File: src/rge_pkg.sv
package rge_pkg;
  // Data and address widths of the register port, and the signed saturation width
  localparam int RGE_DW = 8;
  localparam int RGE_AW = 8;
  localparam int RGE_SAT_W = 18;
  // Bank select values
  localparam logic RGE_BANK0 = 1'b0;
  localparam logic RGE_BANK1 = 1'b1;
  // Bank 1 offsets
  localparam logic [RGE_AW-1:0] RGE_OFS_MID_TO_LOW = 8'h0C;
  localparam logic [RGE_AW-1:0] RGE_OFS_HIGH_TO_MID = 8'h0D;
  localparam logic [RGE_AW-1:0] RGE_OFS_LOW_TO_MID = 8'h0E;
  localparam logic [RGE_AW-1:0] RGE_OFS_MID_TO_HIGH = 8'h0F;
  localparam logic [RGE_AW-1:0] RGE_OFS_MID_ADD = 8'h10;
  localparam logic [RGE_AW-1:0] RGE_OFS_LOW_ADD = 8'h11;
  localparam logic [RGE_AW-1:0] RGE_OFS_SLOPE = 8'h13;
  // Bank 0 offsets
  localparam logic [RGE_AW-1:0] RGE_OFS_ENERGY = 8'h3A;
  localparam logic [RGE_AW-1:0] RGE_OFS_CORR = 8'h66;
  // Reset values
  localparam logic [RGE_DW-1:0] RGE_RST_THRESH = 8'h00;
  localparam logic [RGE_DW-1:0] RGE_RST_ADD = 8'h00;
  localparam logic [RGE_DW-1:0] RGE_RST_SLOPE = 8'h40;
  localparam logic [RGE_DW-1:0] RGE_RST_CORR = 8'h00;
  localparam logic [RGE_DW-1:0] RGE_RST_ZERO = 8'h00;
  // Slope is unsigned fixed point; 0x40 is a gain of one
  localparam int RGE_SLOPE_SHIFT = 6;
  localparam logic [RGE_DW-1:0] RGE_ENERGY_MIN = 8'h00;
  localparam logic [RGE_DW-1:0] RGE_ENERGY_MAX = 8'hFF;
  // Gain range of the receive chain
  typedef enum logic [2:0] {
    RGE_GAIN_HIGH = 3'b001,
    RGE_GAIN_MID = 3'b010,
    RGE_GAIN_LOW = 3'b100
  } rge_gain_e;
endpackage

File: src/rge_regbank.sv
`timescale 1ns/1ps
module rge_regbank
  import rge_pkg::*;
(
  input wire logic clk,
  input wire logic nrst,
  input wire logic reg_bank,
  input wire logic [RGE_AW-1:0] reg_addr,
  input wire logic reg_wr,
  input wire logic reg_rd,
  input wire logic [RGE_DW-1:0] reg_wdata,
  output logic [RGE_DW-1:0] reg_rdata,
  input wire logic [RGE_DW-1:0] energy_result,
  output logic [RGE_DW-1:0] high_to_mid_threshold,
  output logic [RGE_DW-1:0] mid_to_low_threshold,
  output logic [RGE_DW-1:0] mid_to_high_threshold,
  output logic [RGE_DW-1:0] low_to_mid_threshold,
  output logic [RGE_DW-1:0] mid_range_linearity_add,
  output logic [RGE_DW-1:0] low_range_linearity_add,
  output logic [RGE_DW-1:0] level_slope,
  output logic [RGE_DW-1:0] level_offset_correction
);

  // Address decode shared by the write and read paths
  function automatic logic hit(input logic b, input logic [RGE_AW-1:0] a,
                               input logic wb, input logic [RGE_AW-1:0] wa);
    hit = (b == wb) && (a == wa);
  endfunction

  // Configuration writes; status and unmapped writes are dropped
  always_ff @(posedge clk or negedge nrst) begin
    if (!nrst) begin
      mid_to_low_threshold <= RGE_RST_THRESH;
      high_to_mid_threshold <= RGE_RST_THRESH;
      low_to_mid_threshold <= RGE_RST_THRESH;
      mid_to_high_threshold <= RGE_RST_THRESH;
      mid_range_linearity_add <= RGE_RST_ADD;
      low_range_linearity_add <= RGE_RST_ADD;
      level_slope <= RGE_RST_SLOPE;
      level_offset_correction <= RGE_RST_CORR;
    end else if (reg_wr) begin
      if (hit(reg_bank, reg_addr, RGE_BANK1, RGE_OFS_MID_TO_LOW)) mid_to_low_threshold <= reg_wdata; // RL5
      if (hit(reg_bank, reg_addr, RGE_BANK1, RGE_OFS_HIGH_TO_MID)) high_to_mid_threshold <= reg_wdata; // RL5
      if (hit(reg_bank, reg_addr, RGE_BANK1, RGE_OFS_LOW_TO_MID)) low_to_mid_threshold <= reg_wdata; // RL5
      if (hit(reg_bank, reg_addr, RGE_BANK1, RGE_OFS_MID_TO_HIGH)) mid_to_high_threshold <= reg_wdata; // RL5
      if (hit(reg_bank, reg_addr, RGE_BANK1, RGE_OFS_MID_ADD)) mid_range_linearity_add <= reg_wdata; // RL6
      if (hit(reg_bank, reg_addr, RGE_BANK1, RGE_OFS_LOW_ADD)) low_range_linearity_add <= reg_wdata; // RL6
      if (hit(reg_bank, reg_addr, RGE_BANK1, RGE_OFS_SLOPE)) level_slope <= reg_wdata; // RL7
      if (hit(reg_bank, reg_addr, RGE_BANK0, RGE_OFS_CORR)) level_offset_correction <= reg_wdata; // RL8
    end
  end

  // Registered read data; unmapped offsets read as zero, held between reads
  always_ff @(posedge clk or negedge nrst) begin
    if (!nrst) begin
      reg_rdata <= RGE_RST_ZERO;
    end else if (reg_rd) begin
      if (hit(reg_bank, reg_addr, RGE_BANK1, RGE_OFS_MID_TO_LOW)) reg_rdata <= mid_to_low_threshold;
      else if (hit(reg_bank, reg_addr, RGE_BANK1, RGE_OFS_HIGH_TO_MID)) reg_rdata <= high_to_mid_threshold;
      else if (hit(reg_bank, reg_addr, RGE_BANK1, RGE_OFS_LOW_TO_MID)) reg_rdata <= low_to_mid_threshold;
      else if (hit(reg_bank, reg_addr, RGE_BANK1, RGE_OFS_MID_TO_HIGH)) reg_rdata <= mid_to_high_threshold;
      else if (hit(reg_bank, reg_addr, RGE_BANK1, RGE_OFS_MID_ADD)) reg_rdata <= mid_range_linearity_add;
      else if (hit(reg_bank, reg_addr, RGE_BANK1, RGE_OFS_LOW_ADD)) reg_rdata <= low_range_linearity_add;
      else if (hit(reg_bank, reg_addr, RGE_BANK1, RGE_OFS_SLOPE)) reg_rdata <= level_slope;
      else if (hit(reg_bank, reg_addr, RGE_BANK0, RGE_OFS_CORR)) reg_rdata <= level_offset_correction;
      else if (hit(reg_bank, reg_addr, RGE_BANK0, RGE_OFS_ENERGY)) reg_rdata <= energy_result; // RL12
      else reg_rdata <= RGE_RST_ZERO;
    end
  end

endmodule

File: src/rge_energy_detect.sv
`timescale 1ns/1ps
// Summary of operation
// RL1 - In high range, RSSI above high-to-mid threshold moves to middle range.
// RL2 - In middle range, RSSI above mid-to-low threshold moves to low range.
// RL3 - In middle range, RSSI at or below mid-to-high threshold returns high.
// RL4 - In low range, RSSI at or below low-to-mid threshold returns middle.
// RL5 - Four gain thresholds live in bank 1 offsets 0x0C to 0x0F.
// RL6 - Middle and low range add values (bank 1, 0x10/0x11) keep reading continuous.
// RL7 - Slope at bank 1 offset 0x13 scales reading across 0x00 to 0xFF.
// RL8 - Correction at bank 0 offset 0x66 is added after slope scaling.
// RL9 - Positive correction keeps the energy value above 0x00.
// RL10 - Negative correction keeps the energy value below 0xFF.
// RL11 - Software sets thresholds, adds and slope once; only correction is tuned.
// RL12 - Energy result is readable at bank 0 offset 0x3A.
// RL13 - Result saturates to unsigned 8 bits; correction is two's complement.
// RL14 - Reset or receive start puts the gain machine in high range.
module rge_energy_detect
  import rge_pkg::*;
(
  input wire logic clk,
  input wire logic nrst,
  input wire logic [RGE_DW-1:0] rssi,
  input wire logic rssi_valid,
  input wire logic rx_start,
  input wire logic reg_bank,
  input wire logic [RGE_AW-1:0] reg_addr,
  input wire logic reg_wr,
  input wire logic reg_rd,
  input wire logic [RGE_DW-1:0] reg_wdata,
  output logic [RGE_DW-1:0] reg_rdata,
  output logic [2:0] gain_range,
  output logic [RGE_DW-1:0] energy_result,
  output logic energy_valid
);

  rge_gain_e gain_state;
  logic [RGE_DW-1:0] high_to_mid_threshold;
  logic [RGE_DW-1:0] mid_to_low_threshold;
  logic [RGE_DW-1:0] mid_to_high_threshold;
  logic [RGE_DW-1:0] low_to_mid_threshold;
  logic [RGE_DW-1:0] mid_range_linearity_add;
  logic [RGE_DW-1:0] low_range_linearity_add;
  logic [RGE_DW-1:0] level_slope;
  logic [RGE_DW-1:0] level_offset_correction;
  logic [RGE_DW-1:0] range_add;
  logic [RGE_DW:0] lin_level;
  logic lin_valid;
  logic [16:0] product;
  logic [16:0] scaled;
  logic [RGE_DW-1:0] scaled_sat;
  logic signed [RGE_SAT_W-1:0] corr_ext;
  logic signed [RGE_SAT_W-1:0] corr_sum;

  // Clamp a signed intermediate into the unsigned 8-bit result range
  function automatic logic [RGE_DW-1:0] sat8(input logic signed [RGE_SAT_W-1:0] v);
    logic signed [RGE_SAT_W-1:0] top;
    top = signed'({10'h000, RGE_ENERGY_MAX});
    if (v < 0) sat8 = RGE_ENERGY_MIN;
    else if (v > top) sat8 = RGE_ENERGY_MAX;
    else sat8 = v[RGE_DW-1:0];
  endfunction

  rge_regbank u_regs (
    .clk(clk),
    .nrst(nrst),
    .reg_bank(reg_bank),
    .reg_addr(reg_addr),
    .reg_wr(reg_wr),
    .reg_rd(reg_rd),
    .reg_wdata(reg_wdata),
    .reg_rdata(reg_rdata),
    .energy_result(energy_result),
    .high_to_mid_threshold(high_to_mid_threshold),
    .mid_to_low_threshold(mid_to_low_threshold),
    .mid_to_high_threshold(mid_to_high_threshold),
    .low_to_mid_threshold(low_to_mid_threshold),
    .mid_range_linearity_add(mid_range_linearity_add),
    .low_range_linearity_add(low_range_linearity_add),
    .level_slope(level_slope),
    .level_offset_correction(level_offset_correction)
  );

  // Gain range machine; receive start beats a sample in the same cycle
  always_ff @(posedge clk or negedge nrst) begin
    if (!nrst) begin
      gain_state <= RGE_GAIN_HIGH; // RL14
    end else if (rx_start) begin
      gain_state <= RGE_GAIN_HIGH; // RL14
    end else if (rssi_valid) begin
      case (gain_state)
        RGE_GAIN_HIGH: begin
          if (rssi > high_to_mid_threshold) gain_state <= RGE_GAIN_MID; // RL1
        end
        RGE_GAIN_MID: begin
          // Going down in gain is checked first so a strong burst is never clipped
          if (rssi > mid_to_low_threshold) gain_state <= RGE_GAIN_LOW; // RL2
          else if (rssi <= mid_to_high_threshold) gain_state <= RGE_GAIN_HIGH; // RL3
        end
        RGE_GAIN_LOW: begin
          if (rssi <= low_to_mid_threshold) gain_state <= RGE_GAIN_MID; // RL4
        end
        default: begin
          gain_state <= RGE_GAIN_HIGH;
        end
      endcase
    end
  end

  assign gain_range = gain_state;

  // Add value follows the range the sample was taken in
  always_comb begin
    case (gain_state)
      RGE_GAIN_MID: range_add = mid_range_linearity_add; // RL6
      RGE_GAIN_LOW: range_add = low_range_linearity_add; // RL6
      default: range_add = RGE_RST_ZERO;
    endcase
  end

  // First stage: linearised level, one bit wider so the add never wraps
  always_ff @(posedge clk or negedge nrst) begin
    if (!nrst) begin
      lin_level <= 9'h000;
      lin_valid <= 1'b0;
    end else begin
      lin_valid <= rssi_valid;
      if (rssi_valid) lin_level <= {1'b0, rssi} + {1'b0, range_add}; // RL6
    end
  end

  // Slope scaling is saturated before the correction, so a positive correction
  // lifts the floor above zero and a negative one pulls the ceiling below full scale
  assign product = 17'(lin_level) * 17'(level_slope); // RL7
  assign scaled = product >> RGE_SLOPE_SHIFT; // RL7
  assign scaled_sat = sat8(signed'({1'b0, scaled})); // RL13
  assign corr_ext = {{10{level_offset_correction[RGE_DW-1]}}, level_offset_correction}; // RL13
  assign corr_sum = signed'({10'h000, scaled_sat}) + corr_ext; // RL8 RL9 RL10

  // Second stage: corrected result and its one-cycle valid pulse
  always_ff @(posedge clk or negedge nrst) begin
    if (!nrst) begin
      energy_result <= RGE_ENERGY_MIN;
      energy_valid <= 1'b0;
    end else begin
      energy_valid <= lin_valid;
      if (lin_valid) energy_result <= sat8(corr_sum); // RL13
    end
  end

  property p_high_to_mid;
    @(posedge clk) disable iff (!nrst)
    rssi_valid && !rx_start && gain_state == RGE_GAIN_HIGH && rssi > high_to_mid_threshold
      |=> gain_state == RGE_GAIN_MID;
  endproperty
  a_high_to_mid: assert property (p_high_to_mid) else $error("high range did not step to middle"); // RL1

  property p_mid_to_low;
    @(posedge clk) disable iff (!nrst)
    rssi_valid && !rx_start && gain_state == RGE_GAIN_MID && rssi > mid_to_low_threshold
      |=> gain_state == RGE_GAIN_LOW;
  endproperty
  a_mid_to_low: assert property (p_mid_to_low) else $error("middle range did not step to low"); // RL2

  property p_mid_to_high;
    @(posedge clk) disable iff (!nrst)
    rssi_valid && !rx_start && gain_state == RGE_GAIN_MID && !(rssi > mid_to_low_threshold)
      && rssi <= mid_to_high_threshold |=> gain_state == RGE_GAIN_HIGH;
  endproperty
  a_mid_to_high: assert property (p_mid_to_high) else $error("middle range did not return high"); // RL3

  property p_low_to_mid;
    @(posedge clk) disable iff (!nrst)
    rssi_valid && !rx_start && gain_state == RGE_GAIN_LOW && rssi <= low_to_mid_threshold
      |=> gain_state == RGE_GAIN_MID;
  endproperty
  a_low_to_mid: assert property (p_low_to_mid) else $error("low range did not return middle"); // RL4

  property p_start_high;
    @(posedge clk) disable iff (!nrst)
    rx_start ##1 !rx_start && !rssi_valid |-> gain_state == RGE_GAIN_HIGH ##1 gain_state == RGE_GAIN_HIGH;
  endproperty
  a_start_high: assert property (p_start_high) else $error("receive start did not select high range"); // RL14

  property p_pos_floor;
    @(posedge clk) disable iff (!nrst)
    lin_valid && !level_offset_correction[RGE_DW-1] && level_offset_correction != RGE_RST_ZERO
      |=> energy_valid && energy_result >= $past(level_offset_correction) && energy_result != RGE_ENERGY_MIN;
  endproperty
  a_pos_floor: assert property (p_pos_floor) else $error("positive correction let result reach zero"); // RL9

  property p_neg_ceiling;
    @(posedge clk) disable iff (!nrst)
    lin_valid && level_offset_correction[RGE_DW-1] |=> energy_valid && energy_result != RGE_ENERGY_MAX;
  endproperty
  a_neg_ceiling: assert property (p_neg_ceiling) else $error("negative correction let result reach full scale"); // RL10

  property p_status_read;
    @(posedge clk) disable iff (!nrst)
    reg_rd && reg_bank == RGE_BANK0 && reg_addr == RGE_OFS_ENERGY |=> reg_rdata == $past(energy_result);
  endproperty
  a_status_read: assert property (p_status_read) else $error("status read did not return energy result"); // RL12

  property p_start_wins;
    @(posedge clk) disable iff (!nrst)
    rx_start |=> gain_state == RGE_GAIN_HIGH;
  endproperty
  a_start_wins: assert property (p_start_wins) else $error("receive start lost to a sample"); // RL14

  property p_high_hold;
    @(posedge clk) disable iff (!nrst)
    rssi_valid && !rx_start && gain_state == RGE_GAIN_HIGH && rssi <= high_to_mid_threshold
      |=> gain_state == RGE_GAIN_HIGH;
  endproperty
  a_high_hold: assert property (p_high_hold) else $error("high range left without crossing threshold"); // RL1

  property p_low_hold;
    @(posedge clk) disable iff (!nrst)
    rssi_valid && !rx_start && gain_state == RGE_GAIN_LOW && rssi > low_to_mid_threshold
      |=> gain_state == RGE_GAIN_LOW;
  endproperty
  a_low_hold: assert property (p_low_hold) else $error("low range left without crossing threshold"); // RL4

  property p_pipeline;
    @(posedge clk) disable iff (!nrst)
    rssi_valid |-> ##2 energy_valid;
  endproperty
  a_pipeline: assert property (p_pipeline) else $error("sample gave no result two cycles later"); // RL7

  property p_result_hold;
    @(posedge clk) disable iff (!nrst)
    !lin_valid |=> $stable(energy_result);
  endproperty
  a_result_hold: assert property (p_result_hold) else $error("energy result changed without a sample"); // RL12

  // A full-scale reading with no negative correction must stay at full scale, never wrap
  property p_sat_top;
    @(posedge clk) disable iff (!nrst)
    lin_valid && !level_offset_correction[RGE_DW-1] && scaled_sat == RGE_ENERGY_MAX
      |=> energy_result == RGE_ENERGY_MAX;
  endproperty
  a_sat_top: assert property (p_sat_top) else $error("full-scale result wrapped"); // RL13

endmodule

File: config.mk
export PLATFORM = sky130hd
export DESIGN_NAME = rge_energy_detect
export DESIGN_NICKNAME = d
export VERILOG_FILES = /design/src/rge_pkg.sv /design/src/rge_regbank.sv /design/src/rge_energy_detect.sv
export SDC_FILE = /design/constraint.sdc
export NUM_CORES = 1
export LEC_CHECK = 0
export BUFFER_PORTS_ARGS = -buffer_cell sky130_fd_sc_hd__buf_2
export CORE_UTILIZATION = 30
export DETAILED_ROUTE_END_ITERATION = 16
export SLEW_MARGIN = 25
export SYNTH_ARGS = -nofsm -noshare
export SYNTH_HDL_FRONTEND = slang
export SYNTH_SLANG_ARGS = --single-unit
File: constraint.sdc
create_clock -name clk -period 6.7 [get_ports clk]
set_clock_uncertainty 0.05 [all_clocks]
set_input_delay 1.675 -clock clk [delete_from_list [all_inputs] [get_ports clk]]
set_output_delay 1.675 -clock clk [all_outputs]
set_load 0.01 [all_outputs]
==> summary.md, run 1 <==
* **run status** complete, no violations
* **peak supply drop** 0.140 mV
* **cell family with most CP delay** adder cells
* **Netlist cell types** 68
* **Crit-path slowest cell** sky130_fd_sc_hd__fa_1
* **synthesized-area fraction occupied by ao, oa, aoi and oai cells** 0.116
* **pin count of the biggest net entering global routing** 49
* **Worst path max stage delay** 0.54 ns
* **clock latency reported for the late side of the worst-skew pair** 0.35 ns
* **most instantiated library cell after synthesis** sky130_fd_sc_hd__inv_1
* **average footprint of a synthesized cell** 10.0 µm²
* **RSZ-0062 raised after global routing** false
* **worst hold path endpoint** u_regs.high_to_mid_threshold[6]$_DFFE_PN0P_
* **clock buffers created by TritonCTS** 9
* **launch instance of the worst register-to-register path** lin_level[5]$_DFFE_PN0P_
* **achievable clock frequency** 0.156 GHz
* **HPWL after detailed placement** 16000 µm
* **WP data required** 6.94 ns
* **proportion of power drawn by combinational gates** 0.175
* **Worst Path Max Fanout** 9
* **Commonest cells post-synth** sky130_fd_sc_hd__inv_1 (104), sky130_fd_sc_hd__dfrtp_1 (92), sky130_fd_sc_hd__ha_1 (84)
* **count of yosys warnings during synthesis** 0
* **number of inserted diodes** 0
* **count of input and output buffers** 50
* **Max-cap violations** 0
* **Crit path top cell by count** sky130_fd_sc_hd__fa_1
* **number of inserted filler cells in the final layout** 2694
* **endpoint type of the worst setup path** flip-flop
* **Post-synth EDFFs** 0
* **number of antenna violations at the first check in global routing** 0
* **top cell type by total area after synthesis** sky130_fd_sc_hd__dfrtp_1
* **crit path buf inv count** 3
* **final setup vio count** 0
* **hold path startpoint** u_regs.high_to_mid_threshold[6]$_DFFE_PN0P_
* **clock transition at the registers of the reported paths** 0.07 ns
* **post-detailed-route DRC marker count** 0
* **number of iterations in the first detailed-routing pass** 5
* **reg-to-reg setup timing slack** 0.28 ns
* **wire per inst** 16.8 µm
* **number of hold violations in the final report** 0
* **buffer type at the clock tree root** sky130_fd_sc_hd__clkbuf_16
* **r2r endpoint** energy_result[7]$_DFFE_PN0P_
* **nets** 1008
* **area added between synthesis and finish** 13.3%
* **kind of start point of the critical path** flip-flop
* **maximum number of buffers from clock root to sink** 2
* **number of global-route vias before repair** 6007
* **number of pins exceeding their max-slew limit in the final report** 0
* **remaining number of nets flagged by the antenna check after routing** 0
* **proportion of synthesized area in mux cells** 0.116
* **main combinational cell family by area after synthesis** adder cells
* **Ports** 51
* **first-pass GRT wire length** 32700 µm
* **area fraction in and, or, nand and nor cells after synthesis** 0.150
* **Clk network pwr share** 0.361
* **Die Span Y** 165 µm
* **total instance count after detailed placement** 1168
* **leakage** 0.00449 µW
* **net count after synthesis** 950
* **WL final** 20000 µm
* **core region area** 0.0261 mm²
* **post-synthesis share of cell area spent on xor and xnor gates** 0.0220
* **measured slew at the worst slew-check pin** 0.776 ns
* **top cells by area, synth** sky130_fd_sc_hd__dfrtp_1 (29%), sky130_fd_sc_hd__ha_1 (13%), sky130_fd_sc_hd__fa_1 (11%)
* **area fraction of the dominant cell type after synthesis** 0.289
* **initial cell density of the core** 0.305
* **H-Tree Level Count** 3
* **Max-Slew Margin vs Limit** 0.481
* **Sink Count** 94
* **DR iter-0 viols** 249
* **Post-synth ARST share** 1.00
* **setup ws final** 0.282 ns
* **period utilisation layout** 0.958
* **grt total ovfl** 0
* **Pwr per Cell Area** 151 mW/mm²
* **proportion of layout cells with a drive suffix above 1** 0.226
* **Seq pwr share** 0.463
* **number of synthesized register bits** 94
* **adder and majority cell fraction of the synthesized area** 0.240
* **post-layout instance count excluding filler cells** 1190
* **CP arrival** 6.66 ns
* **post-synthesis instance area** 0.00795 mm²
* **type of the worst setup path** reg -> reg
* **minimum clock period** 6.42 ns
* **number of cells traversed by the worst register-to-register path** 25
* **final estimated routing congestion in global placement** 0.854
* **Vias** 6016
* **share of total power consumed by net switching** 0.301
* **Seq/Total Area, Yosys** 0.296
* **Hold WC Path Type** reg -> reg
* **number of hold-repair buffers added at the cts stage** 0
* **cell internal pwr** 952 µW
* **Die Footprint** 0.0272 mm²
* **Die W** 165 µm
* **number of standard-cell rows in the floorplan** 59
* **TritonCTS clock tree** built
* **most instantiated flip-flop cell in the synthesis netlist** sky130_fd_sc_hd__dfrtp_1
* **via-per-instance ratio** 5.06
* **Switch Pwr** 411 µW
* **Cells on Worst Hold Path** 1
* **worst slack at placement** -0.0939 ns
* **total track usage** 0.157
* **Syn Inst Count** 792
per-layer routing:
metal	up-vias	GRT usage	routed length, µm
met3	32	0.0151	616
met4	0	0.0571	545
met5	-	0	0
li1	2863	-	-
met1	3002	0.216	9270
met2	119	0.254	9600
cells by family (layout without fill, tap and decap cells):
| kind of cell | count (synthesis) | count (layout) |
|---|---|---|
| DFF | 94 | 94 |
| buffers and inverters | 124 | 187 |
| AOI/OAI and AO/OA | 134 | 134 |
| muxes | 79 | 79 |
| adders and majority gates | 127 | 127 |
| and+or+nand+nor | 214 | 214 |
| xor gates and xnor gates | 20 | 20 |
worst register-to-register path, cell delays in order, from the launching register on:
cell and delay (ns):
sky130_fd_sc_hd__dfrtp_2 0.48, sky130_fd_sc_hd__and2_1 0.21, sky130_fd_sc_hd__fa_1 0.51, sky130_fd_sc_hd__fa_1 0.52, sky130_fd_sc_hd__fa_1 0.54, sky130_fd_sc_hd__inv_1 0.05, sky130_fd_sc_hd__fa_1 0.52, sky130_fd_sc_hd__inv_1 0.04
sky130_fd_sc_hd__ha_1 0.34, sky130_fd_sc_hd__a21oi_1 0.14, sky130_fd_sc_hd__o21ai_0 0.09, sky130_fd_sc_hd__a31o_2 0.26, sky130_fd_sc_hd__nand4_1 0.13, sky130_fd_sc_hd__mux2i_1 0.23, sky130_fd_sc_hd__o2111ai_2 0.17, sky130_fd_sc_hd__o21bai_2 0.23
sky130_fd_sc_hd__ha_2 0.21, sky130_fd_sc_hd__fa_2 0.35, sky130_fd_sc_hd__a21o_1 0.20, sky130_fd_sc_hd__nand3_1 0.07, sky130_fd_sc_hd__a21boi_0 0.11, sky130_fd_sc_hd__o31ai_1 0.35, sky130_fd_sc_hd__and4_1 0.26, sky130_fd_sc_hd__o21ai_2 0.05
sky130_fd_sc_hd__buf_4 0.16, sky130_fd_sc_hd__nand3_1 0.08
final cells by class:
| class | instances | area [µm²] | share of cell area |
|---|---|---|---|
| Clock buffer | 9 | 225 | 0.0250 |
| Clock inverter | 7 | 56.3 | 0.00625 |
| Inverter | 104 | 390 | 0.0433 |
| Multi-Input combinational cell | 574 | 5180 | 0.575 |
| Sequential cell | 94 | 2360 | 0.262 |
| Tap cell | 335 | 419 | 0.0465 |
| Timing Repair Buffer | 67 | 378 | 0.0419 |
sequential cells by signal, indices dropped and copies added (netlist names), 3 cells and up:
name	count
u_regs.high_to_mid_threshold	8
u_regs.mid_to_low_threshold	8
gain_range	3
u_regs.level_offset_correction	8
energy_result	8
u_regs.low_range_linearity_add	8
u_regs.mid_range_linearity_add	8
lin_level	9
u_regs.low_to_mid_threshold	8
u_regs.reg_rdata	8
u_regs.mid_to_high_threshold	8
u_regs.level_slope	8
through the flow:
step                      utilization  hold slack, ns  cell area [µm²]  total power, µW  setup TNS, ns
after CTS                       0.342           0.462             8920             1370              0
final                           0.346           0.460             9010             1360              0
after global placement          0.331           0.439             8630              873              0
after floorplan                     -           0.402             7950              770              0
after global routing            0.346           0.480             9010             1430              0
after detailed placement        0.331           0.444             8630              877         -0.648
power groups by stage:
stage | Combinational (µW) | Sequential [µW] | Clock, µW
2_1_floorplan | 137 | 633 | 0
3_3_place_gp | 230 | 643 | 0
3_5_place_dp | 234 | 643 | 0
4_1_cts | 236 | 632 | 501
5_1_grt | 271 | 635 | 526
6_report | 239 | 631 | 493
placed cells by master, fill, tap and decap left out, types with 15 or more instances in the layout:
cell / instances
sky130_fd_sc_hd__buf_4: 17
sky130_fd_sc_hd__nand3_1: 15
sky130_fd_sc_hd__nand2b_1: 17
sky130_fd_sc_hd__fa_1: 42
sky130_fd_sc_hd__ha_1: 82
sky130_fd_sc_hd__nand2_1: 59
sky130_fd_sc_hd__mux2_2: 73
sky130_fd_sc_hd__and2_1: 58
sky130_fd_sc_hd__dfrtp_1: 86
sky130_fd_sc_hd__a21oi_1: 36
sky130_fd_sc_hd__buf_2: 49
sky130_fd_sc_hd__nor2_1: 25
sky130_fd_sc_hd__inv_1: 104
repair_timing:
item                       in CTS  in global routing
pin swaps                       0                  6
setup buffers                   0                  6
setup endpoints to repair       8                  8
gates resized for setup         1                 16
worst max path at each step:
| stage | slack (ns) | cells past startpoint | endpoint | from |
|---|---|---|---|---|
| finish | 0.28 | 25 | energy_result[7]$_DFFE_PN0P_ | lin_level[5]$_DFFE_PN0P_ |
| global route | 0.004 | 25 | energy_result[2]$_DFFE_PN0P_ | lin_level[5]$_DFFE_PN0P_ |
| CTS | 0.07 | 25 | energy_result[1]$_DFFE_PN0P_ | u_regs.level_slope[6]$_DFFE_PN1P_ |
| detailed placement | -0.09 | 25 | energy_result[1]$_DFFE_PN0P_ | u_regs.level_slope[6]$_DFFE_PN1P_ |
| global placement | 0.05 | 25 | energy_result[2]$_DFFE_PN0P_ | u_regs.level_slope[6]$_DFFE_PN1P_ |
| floorplan | 0.26 | 26 | energy_result[0]$_DFFE_PN0P_ | u_regs.level_slope[6]$_DFFE_PN1P_ |
Note: power is estimated with default switching activity, not from simulation.
==> inputs of run 2 (changes only) <==
Settings changed: ABC_AREA from default to 1, TNS_END_PERCENT from default to 30.
==> summary.md, run 2 <==
* **run status** complete, no violations
* **Worst path max stage delay** 0.63 ns, +0.09 ns
* **Crit-path slowest cell** sky130_fd_sc_hd__dfstp_2
* **Max-Slew Margin vs Limit** 0.533, +0.0522
* **WL final** 22100 µm, +10%
* **Vias** 7267, +21%
* **clock transition at the registers of the reported paths** 0.07 ns, about the same
* **H-Tree Level Count** 3, unchanged
* **area added between synthesis and finish** 10.2%
* **number of pins exceeding their max-slew limit in the final report** 0, unchanged
* **Crit path top cell by count** sky130_fd_sc_hd__nand2_1
* **achievable clock frequency** 0.161 GHz, +3.6%
* **number of inserted diodes** 0, unchanged
* **total track usage** 0.159, +0.00260
* **TritonCTS clock tree** built
* **top metal layer carrying routed signals** met4
* **post-detailed-route DRC marker count** 0, unchanged
* **buffer type at the clock tree root** sky130_fd_sc_hd__clkbuf_16
* **number of hold-repair buffers added at the cts stage** 0, unchanged
* **first-pass GRT wire length** 36700 µm, +12%
* **core region area** 0.0279 mm², +7.2%
* **Die Footprint** 0.0292 mm², +7.7%
* **Seq/Total Area, Yosys** 0.275, -0.0213
* **final estimated routing congestion in global placement** 0.820, -4.0%
* **RSZ-0062 raised after global routing** false
* **# Post-CTS Setup Buffers** 0, unchanged
* **Worst Path Max Fanout** 11, +2
* **Ports** 51, unchanged
* **top cell type by total area after synthesis** sky130_fd_sc_hd__dfrtp_1
* **wire per inst** 13.9 µm, -18%
* **WP data required** 6.89 ns, -0.05 ns
* **number of global-route vias before repair** 7187, +20%
* **routed metal-1 wirelength** 10400 µm, +12%
* **initial cell density of the core** 0.307, +0.00159
* **pin count of the biggest net entering global routing** 73, +49%
* **clock latency reported for the late side of the worst-skew pair** 0.35 ns, about the same
* **synthesized-area fraction occupied by ao, oa, aoi and oai cells** 0.112, -0.00458
* **Pwr per Cell Area** 146 mW/mm², -3.4%
* **minimum clock period** 6.20 ns, -0.223 ns
* **leakage** 0.00528 µW, +18%
* **most common library cell in the layout ignoring fill and taps** sky130_fd_sc_hd__nand2_1
* **net count after synthesis** 1333, +40%
* **PostCTS Resize Cnt** 0, -1
* **Die W** 171 µm, +3.8%
* **Post-synth EDFFs** 0, unchanged
* **number of antenna violations at the first check in global routing** 0, unchanged
* **Routed met3 length** 454 µm, -26%
* **type of the worst setup path** reg -> reg
* **register with the highest flop count** lin_level
* **average footprint of a synthesized cell** 7.29 µm², -27%
* **cell family with most CP delay** adder cells
* **period utilisation layout** 0.925, -0.0332
* **HPWL after detailed placement** 17900 µm, +12%
* **number of iterations in the first detailed-routing pass** 5, unchanged
* **top cells by area, synth** sky130_fd_sc_hd__dfrtp_1 (27%), sky130_fd_sc_hd__nand2_1 (15%), sky130_fd_sc_hd__ha_1 (12%)
* **flip-flop count of the largest register after layout** 9, unchanged
* **Sink Count** 94, unchanged
* **Setup Total Neg Slack** 0 ns, unchanged
* **kind of start point of the critical path** flip-flop
* **met2 wirelength from detailed routing** 10900 µm, +13%
* **Max-cap violations** 0, unchanged
* **worst hold-check slack** 0.337 ns, -0.123 ns
* **highest-count cells in the layout ignoring fill and taps** sky130_fd_sc_hd__nand2_1 (337), sky130_fd_sc_hd__inv_1 (222), sky130_fd_sc_hd__dfrtp_1 (92)
* **number of standard-cell rows in the floorplan** 61, +3.4%
* **grt total ovfl** 0, unchanged
* **Post-synth ARST share** 1.00, unchanged
* **crit path buf inv count** 3, unchanged
* **main combinational cell family by area after synthesis** simple AND/OR/NAND/NOR gates
* **Netlist cell types** 44, -35%
* **remaining number of nets flagged by the antenna check after routing** 0, unchanged
* **endpoint type of the worst setup path** flip-flop
* **count of input and output buffers** 50, unchanged
* **nets** 1367, +36%
* **Commonest cells post-synth** sky130_fd_sc_hd__nand2_1 (337), sky130_fd_sc_hd__inv_1 (222), sky130_fd_sc_hd__dfrtp_1 (92)
* **measured slew at the worst slew-check pin** 0.700 ns, -0.0754 ns
* **proportion of layout cells with a drive suffix above 1** 0.0941, -0.132
* **post-synthesis instance area** 0.00857 mm², +7.8%
* **Hold WC Path Type** reg -> reg
* **Die Span Y** 171 µm, +3.8%
* **DR iter-0 viols** 480, +93%
* **post-synthesis share of cell area spent on xor and xnor gates** 0.0164, -0.00567
* **most instantiated library cell after synthesis** sky130_fd_sc_hd__nand2_1
* **number of synthesized register bits** 94, unchanged
* **Power Total** 1380 µW, +1.3%
* **most instantiated flip-flop cell in the synthesis netlist** sky130_fd_sc_hd__dfrtp_1
* **maximum number of buffers from clock root to sink** 2, unchanged
* **clock buffers created by TritonCTS** 9, unchanged
* **adder and majority cell fraction of the synthesized area** 0.223, -0.0173
* **peak supply drop** 0.116 mV, -17%
* **area fraction of the dominant cell type after synthesis** 0.269, -0.0208
* **Syn Inst Count** 1175, +48%
* **area fraction in and, or, nand and nor cells after synthesis** 0.255, +0.105
* **number of hold violations in the final report** 0, unchanged
* **count of yosys warnings during synthesis** 0, unchanged
* **final setup vio count** 0, unchanged
* **CP arrival** 6.38 ns, -0.28 ns
* **via-per-instance ratio** 4.57, -9.6%
* **proportion of synthesized area in mux cells** 0, -0.116
==> run 2: changes by cell type after synthesis, sizes merged, moves of 58 or more <==
| cell | change |
|---|---|
| inv | +125 |
| o21ai | +84 |
| mux2 | -73 |
| and2 | -59 |
| nand2 | +284 |
| nand3 | +58 |
==> run 2: cell type report <==
type,instances,area (µm²)
clock buffer,9,225
clock inverter,5,61.3
fill,3049,18500
inverter,230,866
multi-input combinational,822,5200
sequential,94,2350
tap,378,473
timing repair buffer,52,272
==> run 2: worst paths after layout <==
| check | endpoint | slack (ns) | cells past startpoint | start |
|---|---|---|---|---|
| min reg2reg | energy_valid$_DFF_PN0_ | 0.34 | 0 | lin_valid$_DFF_PN0_ |
| max in group asynchronous | lin_level[0]$_DFFE_PN0P_ | 4.45 | 2 | nrst |
| min | energy_valid$_DFF_PN0_ | 0.34 | 0 | lin_valid$_DFF_PN0_ |
| min in group asynchronous | u_regs.reg_rdata[6]$_DFFE_PN0P_ | 1.16 | 1 | nrst |
| max reg2reg | energy_result[7]$_DFFE_PN0P_ | 0.50 | 27 | u_regs.level_slope[6]$_DFFE_PN1P_ |
| max | energy_result[7]$_DFFE_PN0P_ | 0.50 | 27 | u_regs.level_slope[6]$_DFFE_PN1P_ |
==> run 2: kinds of logic after synthesis <==
logic type | Yosys count
adder cells (fa/ha/maj) | 127
flip-flops | 94
AO/OA/AOI/OAI | 170
buffers and inverters | 259
AND/OR/NAND/NOR | 509
XOR/XNOR | 16
==> run 2: routing by layer <==
| layer | GRT usage | up-vias |
|---|---|---|
| met5 | 0 | - |
| met4 | 0.0380 | 0 |
| met3 | 0.0146 | 20 |
| met2 | 0.282 | 93 |
| met1 | 0.208 | 3405 |
| li1 | - | 3749 |
==> run 2: stage by stage <==
step | worst slack (ns) | util | instance area, µm² | std cells
2_1_floorplan | 0.809 | - | 8570 | 1175
3_3_place_gp | 0.634 | 0.328 | 9160 | 1576
3_5_place_dp | 0.547 | 0.328 | 9160 | 1576
4_1_cts | 0.524 | 0.338 | 9440 | 1590
5_1_grt | 0.0635 | 0.338 | 9450 | 1590
6_report | 0.505 | 0.338 | 9450 | 1590
==> run 2: power breakdown <==
part / total, µW / internal [µW] / switching (µW) / leakage (µW)
combinational: 233 / 81.4 / 152 / 0.00386
clock: 511 / 287 / 224 / 0.000142
sequential: 636 / 597 / 39.4 / 0.00127
total: 1380 / 965 / 415 / 0.00528
==> run 2: worst reg2reg max path: stages, from the launching register on <==
cell                       delay (ns)
sky130_fd_sc_hd__dfstp_2         0.63
sky130_fd_sc_hd__nand2_1         0.10
sky130_fd_sc_hd__fa_1            0.50
sky130_fd_sc_hd__fa_1            0.55
sky130_fd_sc_hd__inv_1           0.05
sky130_fd_sc_hd__fa_1            0.53
sky130_fd_sc_hd__inv_1           0.06
sky130_fd_sc_hd__fa_1            0.52
sky130_fd_sc_hd__inv_1           0.04
sky130_fd_sc_hd__ha_1            0.35
sky130_fd_sc_hd__a21oi_1         0.20
sky130_fd_sc_hd__o21ai_0         0.14
sky130_fd_sc_hd__a21oi_1         0.23
sky130_fd_sc_hd__nand2_1         0.10
sky130_fd_sc_hd__nand2_1         0.06
sky130_fd_sc_hd__nand2_1         0.07
sky130_fd_sc_hd__nor2_4          0.19
sky130_fd_sc_hd__nand3_1         0.11
sky130_fd_sc_hd__ha_1            0.22
sky130_fd_sc_hd__fa_1            0.41
sky130_fd_sc_hd__nand3_1         0.10
sky130_fd_sc_hd__nand2_1         0.10
sky130_fd_sc_hd__nand2_1         0.08
sky130_fd_sc_hd__o211ai_1        0.11
sky130_fd_sc_hd__nand4_1         0.18
sky130_fd_sc_hd__nand2_1         0.12
sky130_fd_sc_hd__o21ai_0         0.21
sky130_fd_sc_hd__nand2_1         0.07
